$ cat src/hdl/cpl_regs.vh
/*
 * Register map, field positions, reset values and mode codes of the
 * color palette lookup block.
 * Assumes a 32-bit classic Wishbone slave; each register takes one
 * word, byte address = register index * 4.
 */
`ifndef CPL_REGS_VH
`define CPL_REGS_VH

// register indices; byte address is index times four
`define CPL_IDX_ENTRY_PTR 6'h15
`define CPL_IDX_BANK_CHOICE 6'h16
`define CPL_IDX_DATA_PORT 6'h17
`define CPL_IDX_DISP_CFG 6'h18

// entry pointer register fields
`define CPL_PTR_LSB 0
`define CPL_PTR_MSB 3
`define CPL_SEL_LSB 4
`define CPL_SEL_MSB 5

// bank choice register fields
`define CPL_BANK_BLUE_LSB 0
`define CPL_BANK_GREEN_LSB 2
`define CPL_BANK_RED_LSB 4

// display configuration register fields
`define CPL_CFG_DEPTH_LSB 0
`define CPL_CFG_DEPTH_MSB 1
`define CPL_CFG_MONO_BIT 2

// color element select codes
`define CPL_SEL_AUTO 2'h0
`define CPL_SEL_RED 2'h1
`define CPL_SEL_GREEN 2'h2
`define CPL_SEL_BLUE 2'h3

// element selector states
`define CPL_ELEM_RED 2'h0
`define CPL_ELEM_GREEN 2'h1
`define CPL_ELEM_BLUE 2'h2

// color depth codes
`define CPL_DEPTH_1BPP 2'h0
`define CPL_DEPTH_2BPP 2'h1
`define CPL_DEPTH_4BPP 2'h2
`define CPL_DEPTH_8BPP 2'h3

// reset values
`define CPL_RST_PTR 4'h0
`define CPL_RST_BANK 6'h00
`define CPL_RST_CFG 3'h0
`define CPL_RST_ELEM 4'h0

`define CPL_ENTRIES 16

`endif

$ cat src/hdl/cpl_palette.v
/*
 * Sixteen-entry red/green/blue palette with its host registers on a
 * classic Wishbone slave, and the display path that serialises packed
 * display bytes into pixels and looks each pixel up in the palette.
 * Assumes one clock for bus and display, a synchronous active-low
 * reset, and that the display byte source sits on the same clock.
 */
// Our own choice: the Wishbone interface to the registers.
// Operation
// - sixteen entries, four-bit red green blue
// - pointer write resets selector to red
// - pointer advances after one to three accesses
// - every data port access steps selector, or only pointer in single mode
// - data port carries one element, low nibble
// - bank choice holds three two-bit fields
// - one bpp uses bank times two plus bit
// - two bpp uses bank times four plus value
// - four bpp indexes directly, banks ignored
// - four bpp upper nibble shown first
// - eight bpp splits byte three three two
// - eight bpp red green two banks, blue four
// - auto mode visits red green blue, else single
// - monochrome write copied to all three elements
// - leftmost pixel sits in highest bits
// - eight bpp red 7:5 green 4:2 blue 1:0
`timescale 1ns/1ps
`include "cpl_regs.vh"

module cpl_palette (
    input wire ref_clk_in,
    input wire rst_n_in,
    input wire wb_cyc_in,
    input wire wb_stb_in,
    input wire wb_we_in,
    input wire [7:0] wb_adr_in,
    input wire [3:0] wb_sel_in,
    input wire [31:0] wb_dat_in,
    output reg [31:0] wb_dat_out,
    output reg wb_ack_out,
    input wire [7:0] disp_byte_in,
    input wire disp_byte_valid_in,
    output reg disp_byte_ready_out,
    output reg [3:0] pix_red_out,
    output reg [3:0] pix_green_out,
    output reg [3:0] pix_blue_out,
    output reg pix_valid_out
);

    reg [3:0] pal_red [0:15];
    reg [3:0] pal_green [0:15];
    reg [3:0] pal_blue [0:15];

    reg [3:0] entry_ptr;
    reg [1:0] elem_select;
    reg [1:0] elem_cur;
    reg [5:0] bank_choice;
    reg [2:0] disp_cfg;

    reg [7:0] shift_byte;
    reg [3:0] pix_left;
    reg [1:0] shift_depth;

    wire bus_req;
    wire [5:0] reg_idx;
    wire wr_lane0;
    wire [1:0] depth;
    wire mono;
    wire [1:0] elem_target;
    wire elem_last;

    reg [3:0] next_entry_ptr;
    reg [1:0] next_elem_cur;
    reg [31:0] next_rd_data;
    reg [3:0] elem_value;
    reg [3:0] pix_value;
    reg [3:0] addr_red;
    reg [3:0] addr_green;
    reg [3:0] addr_blue;
    reg [3:0] per_byte;

    integer i;

    // request taken on the first cycle only; ack blocks a repeat
    assign bus_req = wb_cyc_in & wb_stb_in & ~wb_ack_out;
    assign reg_idx = wb_adr_in[7:2];
    assign wr_lane0 = wb_we_in & wb_sel_in[0];
    assign depth = disp_cfg[`CPL_CFG_DEPTH_MSB:`CPL_CFG_DEPTH_LSB];
    assign mono = disp_cfg[`CPL_CFG_MONO_BIT];

    // auto mode walks elements, otherwise one fixed element
    assign elem_target = (elem_select == `CPL_SEL_AUTO) ? elem_cur :
        (elem_select - 2'h1);
    assign elem_last = (elem_select != `CPL_SEL_AUTO) ||
        (elem_cur == `CPL_ELEM_BLUE);

    // palette address of one color for a right-aligned pixel value
    function [3:0] cpl_addr;
        input [1:0] dep;
        input [1:0] bank;
        input [7:0] pix;
        input [1:0] color;
        begin
            case (dep)
                // banks of two in the low eight entries
                `CPL_DEPTH_1BPP: cpl_addr = {1'b0, bank, pix[0]};
                `CPL_DEPTH_2BPP: cpl_addr = {bank, pix[1:0]};
                // pixel is the address, banks ignored
                `CPL_DEPTH_4BPP: cpl_addr = pix[3:0];
                default: begin
                    // three, three and two bit indices
                    case (color)
                        // red index in the top bits
                        // bank low bit picks eight-entry half
                        `CPL_ELEM_RED: cpl_addr = {bank[0], pix[7:5]};
                        `CPL_ELEM_GREEN: cpl_addr = {bank[0], pix[4:2]};
                        // blue picks one of four banks
                        default: cpl_addr = {bank, pix[1:0]};
                    endcase
                end
            endcase
        end
    endfunction

    // pixels carried by one display byte
    function [3:0] cpl_per_byte;
        input [1:0] dep;
        begin
            case (dep)
                `CPL_DEPTH_1BPP: cpl_per_byte = 4'h8;
                `CPL_DEPTH_2BPP: cpl_per_byte = 4'h4;
                `CPL_DEPTH_4BPP: cpl_per_byte = 4'h2;
                default: cpl_per_byte = 4'h1;
            endcase
        end
    endfunction

    always @* begin
        case (elem_target)
            `CPL_ELEM_RED: elem_value = pal_red[entry_ptr];
            `CPL_ELEM_GREEN: elem_value = pal_green[entry_ptr];
            default: elem_value = pal_blue[entry_ptr];
        endcase
    end

    // selector and pointer after one data port access
    always @* begin
        next_entry_ptr = entry_ptr;
        next_elem_cur = elem_cur;
        if (elem_last) begin
            // advance once the element sequence completes
            next_entry_ptr = entry_ptr + 4'h1;
            next_elem_cur = `CPL_ELEM_RED;
        end else begin
            next_elem_cur = elem_cur + 2'h1;
        end
    end

    always @* begin
        next_rd_data = 32'h0000_0000;
        case (reg_idx)
            `CPL_IDX_ENTRY_PTR:
                next_rd_data = {26'h0, elem_select, entry_ptr};
            `CPL_IDX_BANK_CHOICE:
                next_rd_data = {26'h0, bank_choice};
            // element in the low nibble only
            `CPL_IDX_DATA_PORT:
                next_rd_data = {28'h0, elem_value};
            `CPL_IDX_DISP_CFG:
                next_rd_data = {29'h0, disp_cfg};
            default: next_rd_data = 32'h0000_0000;
        endcase
    end

    // bus slave: one ack per request, unmapped reads give zero
    always @(posedge ref_clk_in) begin
        if (!rst_n_in) begin
            wb_ack_out <= 1'b0;
            wb_dat_out <= 32'h0000_0000;
            entry_ptr <= `CPL_RST_PTR;
            elem_select <= `CPL_SEL_AUTO;
            elem_cur <= `CPL_ELEM_RED;
            bank_choice <= `CPL_RST_BANK;
            disp_cfg <= `CPL_RST_CFG;
            for (i = 0; i < `CPL_ENTRIES; i = i + 1) begin
                pal_red[i] <= `CPL_RST_ELEM;
                pal_green[i] <= `CPL_RST_ELEM;
                pal_blue[i] <= `CPL_RST_ELEM;
            end
        end else begin
            wb_ack_out <= bus_req;
            if (bus_req) begin
                wb_dat_out <= wb_we_in ? 32'h0000_0000 : next_rd_data;
                case (reg_idx)
                    `CPL_IDX_ENTRY_PTR: begin
                        if (wr_lane0) begin
                            entry_ptr <= wb_dat_in[3:0];
                            elem_select <= wb_dat_in[5:4];
                            elem_cur <= `CPL_ELEM_RED;
                        end
                    end
                    `CPL_IDX_BANK_CHOICE: begin
                        // red 5:4, green 3:2, blue 1:0
                        if (wr_lane0)
                            bank_choice <= wb_dat_in[5:0];
                    end
                    `CPL_IDX_DATA_PORT: begin
                        // a masked-off write still counts as an access
                        if (wr_lane0) begin
                            if (mono) begin
                                pal_red[entry_ptr] <= wb_dat_in[3:0];
                                pal_green[entry_ptr] <= wb_dat_in[3:0];
                                pal_blue[entry_ptr] <= wb_dat_in[3:0];
                            end else begin
                                case (elem_target)
                                    `CPL_ELEM_RED:
                                        pal_red[entry_ptr] <= wb_dat_in[3:0];
                                    `CPL_ELEM_GREEN:
                                        pal_green[entry_ptr] <=
                                            wb_dat_in[3:0];
                                    default:
                                        pal_blue[entry_ptr] <=
                                            wb_dat_in[3:0];
                                endcase
                            end
                        end
                        entry_ptr <= next_entry_ptr;
                        elem_cur <= next_elem_cur;
                    end
                    `CPL_IDX_DISP_CFG: begin
                        if (wr_lane0)
                            disp_cfg <= wb_dat_in[2:0];
                    end
                    default: begin
                    end
                endcase
            end
        end
    end

    // current pixel value, taken from the top of the shifter
    always @* begin
        per_byte = cpl_per_byte(depth);
        case (shift_depth)
            `CPL_DEPTH_1BPP: pix_value = {3'h0, shift_byte[7]};
            `CPL_DEPTH_2BPP: pix_value = {2'h0, shift_byte[7:6]};
            default: pix_value = shift_byte[7:4];
        endcase
        addr_red = cpl_addr(shift_depth, bank_choice[5:4],
            shift_depth == `CPL_DEPTH_8BPP ? shift_byte :
            {4'h0, pix_value}, `CPL_ELEM_RED);
        addr_green = cpl_addr(shift_depth, bank_choice[3:2],
            shift_depth == `CPL_DEPTH_8BPP ? shift_byte :
            {4'h0, pix_value}, `CPL_ELEM_GREEN);
        addr_blue = cpl_addr(shift_depth, bank_choice[1:0],
            shift_depth == `CPL_DEPTH_8BPP ? shift_byte :
            {4'h0, pix_value}, `CPL_ELEM_BLUE);
    end

    // display path: one pixel per clock, a byte taken when idle
    always @(posedge ref_clk_in) begin
        if (!rst_n_in) begin
            shift_byte <= 8'h00;
            pix_left <= 4'h0;
            shift_depth <= `CPL_DEPTH_1BPP;
            disp_byte_ready_out <= 1'b1;
            pix_valid_out <= 1'b0;
            pix_red_out <= 4'h0;
            pix_green_out <= 4'h0;
            pix_blue_out <= 4'h0;
        end else begin
            pix_valid_out <= 1'b0;
            if (pix_left != 4'h0) begin
                pix_valid_out <= 1'b1;
                if (mono) begin
                    // gray panels take only the green element
                    pix_red_out <= pal_green[addr_green];
                    pix_green_out <= pal_green[addr_green];
                    pix_blue_out <= pal_green[addr_green];
                end else begin
                    pix_red_out <= pal_red[addr_red];
                    pix_green_out <= pal_green[addr_green];
                    pix_blue_out <= pal_blue[addr_blue];
                end
                // leftmost pixel first, shift toward msb
                case (shift_depth)
                    `CPL_DEPTH_1BPP: shift_byte <= {shift_byte[6:0], 1'b0};
                    `CPL_DEPTH_2BPP: shift_byte <= {shift_byte[5:0], 2'h0};
                    default: shift_byte <= {shift_byte[3:0], 4'h0};
                endcase
                pix_left <= pix_left - 4'h1;
                disp_byte_ready_out <= (pix_left == 4'h1);
            end else if (disp_byte_valid_in && disp_byte_ready_out) begin
                // depth is latched per byte so a change mid-byte is safe
                shift_byte <= disp_byte_in;
                shift_depth <= depth;
                pix_left <= per_byte;
                disp_byte_ready_out <= 1'b0;
            end
        end
    end

endmodule

$ cat config.mk
export PLATFORM = sky130hd
export DESIGN_NAME = cpl_palette
export DESIGN_NICKNAME = d
export VERILOG_FILES = /design/src/hdl/cpl_palette.v
export VERILOG_INCLUDE_DIRS = /design/src /design/src/hdl
export SDC_FILE = /design/constraint.sdc
export NUM_CORES = 1
export LEC_CHECK = 0
export ABC_AREA = 0
export ABC_CLOCK_PERIOD_IN_PS = 6170
export BUFFER_PORTS_ARGS = -buffer_cell sky130_fd_sc_hd__buf_2
export CAP_MARGIN = 40
export CORE_MARGIN = 1.5
export CORE_UTILIZATION = 40
export CTS_BUF_LIST = sky130_fd_sc_hd__clkbuf_4 sky130_fd_sc_hd__clkbuf_8
export DETAILED_ROUTE_END_ITERATION = 12
export GPL_ROUTABILITY_DRIVEN = 0
export GPL_TIMING_DRIVEN = 0
export HOLD_SLACK_MARGIN = 0.08
export SLEW_MARGIN = 20
export SYNTH_ARGS = -nofsm -noshare
export SYNTH_HDL_FRONTEND = slang
export SYNTH_SLANG_ARGS = --single-unit
export TNS_END_PERCENT = 1
$ cat constraint.sdc
create_clock -name ref_clk_in -period 6.17 [get_ports ref_clk_in]
set_input_delay 1.851 -clock ref_clk_in [delete_from_list [all_inputs] [get_ports ref_clk_in]]
set_output_delay 1.851 -clock ref_clk_in [all_outputs]
set_load 0.01 [all_outputs]
* Yosys cells after proc, flatten, opt, wreduce, memory -nomap -nowiden
Memories as Yosys holds them, arrays and structs flattened. A register that Yosys moved wholly into a read port is not among the register bits.
Cells that the tools add are included.
** Storage, ports and cells
- Memories :: 3
- Input bits :: 58
- Bits in writable memories :: 192
- Register bits after elaboration :: 78
- Output and inout port bits :: 47
** Cells by class
- Eq/ne operators :: 14
- Mux-type cells :: 72
- Reduce and logical (&&, ||, !) cells :: 20
- Bitwise logic cells :: 8
- $add $sub $neg :: 4
** Memories
- pal_blue :: words 16, width 4, rd ports 2, clocked after memory_dff 1, wr ports 16, line cpl_palette.v:51 : reg [3:0] pal_blue [0:15];
- pal_green :: words 16, width 4, rd ports 2, clocked after memory_dff 1, wr ports 16, line cpl_palette.v:50 : reg [3:0] pal_green [0:15];
- pal_red :: words 16, width 4, rd ports 2, clocked after memory_dff 1, wr ports 16, line cpl_palette.v:49 : reg [3:0] pal_red [0:15];
** Operators by type and width (number)
- $mux W4 :: 21
- $pmux W4 S3 :: 3
- $mux W1 :: 34
- $mux W32 :: 1
- $pmux W4 S2 :: 4
- $eq A6 B5 Y1 const B :: 4
- $mux W8 :: 3
- $pmux W6 S4 :: 1
- $pmux W8 S2 :: 1
- $reduce_and A3 Y1 :: 4
- $reduce_or A4 Y1 :: 3
- $eq A2 B2 Y1 const B :: 4
- $logic_not A2 Y1 :: 4
- $eq A2 B1 Y1 const B :: 3
- $mux W2 :: 3
- $reduce_bool A2 Y1 :: 3
- $add A4 B1 Y4 const B :: 1
- $eq A4 B1 Y1 const B :: 1
- $ne A2 B2 Y1 const B :: 2
- $pmux W2 S2 :: 1
- $reduce_and A4 Y1 :: 1
- $reduce_bool A4 Y1 :: 1
- $sub A4 B1 Y4 const B :: 1
- $and A1 B1 Y1 :: 3
- other kinds (8) :: 11

* Depth between registers and ports, before layout
- Depth in word-level cells :: 14
- Gate-level depth with buffers :: 10
- Mapped depth without buffers :: 8

* Worst setup path after synthesis
Ideal clock, no wire load.
- Kind :: in2reg
- Start :: input wb_adr_in[4]
- End :: memory pal_green[14][0], enable pin
- Arrival time :: 3462 ps
- Path buffers :: 1
- Library setup time :: 307 ps
- Stages :: 7
- Path slack :: 2400 ps
- Cells stage by stage :: nor2b_1 > nand4_1 > nor4_1 > a21boi_1 > clkbuf_1 > nand2_1 > nand2_1
** RTL lines
- start, declared :: line cpl_palette.v:35 : input wire [7:0] wb_adr_in,
- end, declared :: line cpl_palette.v:50

==> metrics <==
first-pass GRT wire length=68.7 mm; DIE HEIGHT=192 microns; Post-CTS Setup Inserts=0; Static Leak=6.46 nW; commonest cells after routing, fill and taps aside=and3_1 (199), edfxtp_1 (192), nand2_1 (150), mux2i_1 (114), clkbuf_1 (89); worst path cell trace=buf_2 > nor2b_1 > nand4_1 > nor4_1 > a21boi_1 > clkbuf_1 > nand2_1 > nand2_1; worst slack, placed=1180 ps; CTS root buf=clkbuf_8; max_slew headroom=0.295; Max Slew Vio Count=0; syn avg cell area=11.5 sq um; CP most frequent cell=nand2_1; crit path DAT=4700 ps; Worst Tran Pin Value=1060 ps; status=completed; Final WS setup=1760 ps; Global Route Usage Sum=0.260; Syn. warnings=0; Final TNS setup=0 ps; Worst Skew=41.0 ps; vias in the first global route=10600; Max Cap Violations=0; Pre-Repair DR Iteration Count=6; area of the multi-input gates=6640 sq um; Post-synth EDFFs=192; fmax=227 MHz; largest cells by area after synthesis=edfxtp_1 (41%), mux4_2 (11%), and3_1 (8.7%), mux2i_1 (8.0%), dfxtp_1 (7.9%); Clock H-tree levels=2; CTS Hold Buffers Added=0; unique cell type count in the Yosys netlist=59; Post-DP Area=15100 sq um; layout overhead on the synthesized area=13.3%; number of port buffers=45; Total Power=4.53 mW; CTS Buf Count=45; post-cts gate resize count=0; crit path from=wb_adr_in[4]; row count=68; maximum vdd ir drop=0.000270 V; RSZ-0062 raised after global routing=no; total number of vias=11200; main flop type after synthesis=edfxtp_1; Cell Area, Synth=14200 sq um; nature of the critical path startpoint=primary input; Hold Vio Cnt, Final=0; Final period util=0.715; final WL=47.3 mm; most common cell after layout, fill and taps aside=and3_1; Hold Path Class=register to register; Nets=1429; part of the power in combinational logic=0.182; crit path max fanout=10; CTS tree=yes; layout cells sized above 1=0.194; clock slew at reported path FFs=60 ps; Hold Startpoint=pix_green_out[2]$_SDFFE_PN0N_; internal power=3.19 mW; Antenna Nets Post-Route=0; clock share of power=0.374; WL/cell=25.5 microns; First DRT Iteration DRCs=1434; Register Area=6890 sq um; CORE AREA=34800 sq um; DR vias/cell=6.06; CTS Buffer Depth=3; Async SR Flop Fraction=0; switching share of power=0.295; Req. time, crit path=6460 ps; Worst path max stage delay=790 ps; DRC viols=0; Critical Path Sink Type=register; width of the die=192 microns; Min Clock Period, post-route=4410 ps; register area share after synthesis=0.484; CTS sink cnt=248; critical path type=primary input to register; fill count=3182; Synth area leader=edfxtp_1; die area=36700 sq um; Synth Register Bits=248; power per cell area=281 nW/um^2; synthesized instance count=1241; Synth top area share=0.405; final setup fails=0; slowest stage cell, crit path=a21boi_1; clk_lat worst skew=630 ps; Initial Util=0.409; dpl hpwl=35.8 mm; Flop pwr share=0.444; initial antenna violation count=1; fin area=16100 sq um; Sw Pwr=1.34 mW; final core occ=0.464; gr ovfl total=0; I/O Pins=105; largest net degree at the start of global routing=12
## synth_stat cells, drive strengths merged, types with 5 or more instances
master     n
and3     199
edfxtp   192
nand2    150
mux2i    114
clkbuf    89
mux4      72
buf       61
dfxtp     56
nor2      47
a21oi     25
and2      22
a211oi    15
nor3      15
o21ai     13
a311oi    11
inv       11
mux2      11
nand3     10
nor2b     10
a31oi      8
nand2b     8
o22ai      8
or3        8
ha         7
a221oi     6
a2111oi    5
nand3b     5
nor3b      5
o21a       5
## final timing paths
check / to / slack, ps / cells after the start
hold reg to reg: pix_green_out[2]$_SDFFE_PN0N_ / 490 / 2
setup reg to reg: wb_dat_out[3]$_SDFFE_PN0P_ / 3090 / 9
setup / recovery: pal_green[12][0]$_SDFFCE_PN0P_ / 1760 / 8
hold / removal: pix_green_out[2]$_SDFFE_PN0N_ / 490 / 2
## logic make-up after synthesis
group | count (synthesis) | share of synthesized area
AO/OA/AOI/OAI | 138 | 0.0708
adder cells (fa/ha/maj) | 7 | 0.00615
buffers and inverters | 161 | 0.0568
flip-flops | 248 | 0.484
multiplexers | 197 | 0.203
other | 1 | 0.000263
AND/OR/NAND/NOR | 489 | 0.179
## power groups by stage
stage / Clock, mW / Sequential (mW) / Combinational (mW)
after floorplan: 0 / 2.01 / 0.511
after global placement: 0 / 2.04 / 0.796
after detailed placement: 0 / 2.04 / 0.809
after global routing: 1.76 / 2.02 / 0.880
after CTS: 1.70 / 2.01 / 0.812
final: 1.69 / 2.01 / 0.826
## metrics by stage
stage                     hold WS (ps)  cells
after floorplan                    475   1266
after global placement             463   1766
after detailed placement           472   1769
after CTS                          481   1850
after global routing               510   1853
final                              489   1854
## worst max-delay path: cells and delay by family
| family | cells | cell delay [ps] |
|---|---|---|
| simple gates | 5 | 1460 |
| compound gates | 1 | 790 |
| buf+inv | 2 | 570 |
## sequential cells by signal, indices dropped and copies added (netlist names), 3 cells and up, named ones only
name,flops
pal_blue,64
pal_green,64
pal_red,64
shift_byte,8
bank_choice,6
wb_dat_out,6
entry_ptr,4
pix_blue_out,4
pix_green_out,4
pix_left,4
pix_red_out,4
disp_cfg,3
## per-layer routing
layer / global-route usage / part of all wire
met3: 0.0543 / 0.10
met1: 0.341 / 0.40
met5: 0.0124 / 0.0015
met2: 0.410 / 0.45
met4: 0.123 / 0.048
## cell type report
type / instances / area share
plain buffers: 150 / 0.0475
inverters: 11 / 0.00256
diodes: 1 / 0.000155
multi-input cells: 857 / 0.411
well taps: 455 / 0.0353
repair buffers: 51 / 0.0169
clock buffers: 63 / 0.0479
clock inverters: 18 / 0.0112
flip-flops and latches: 248 / 0.427
(Power assumes the default switching activity.)
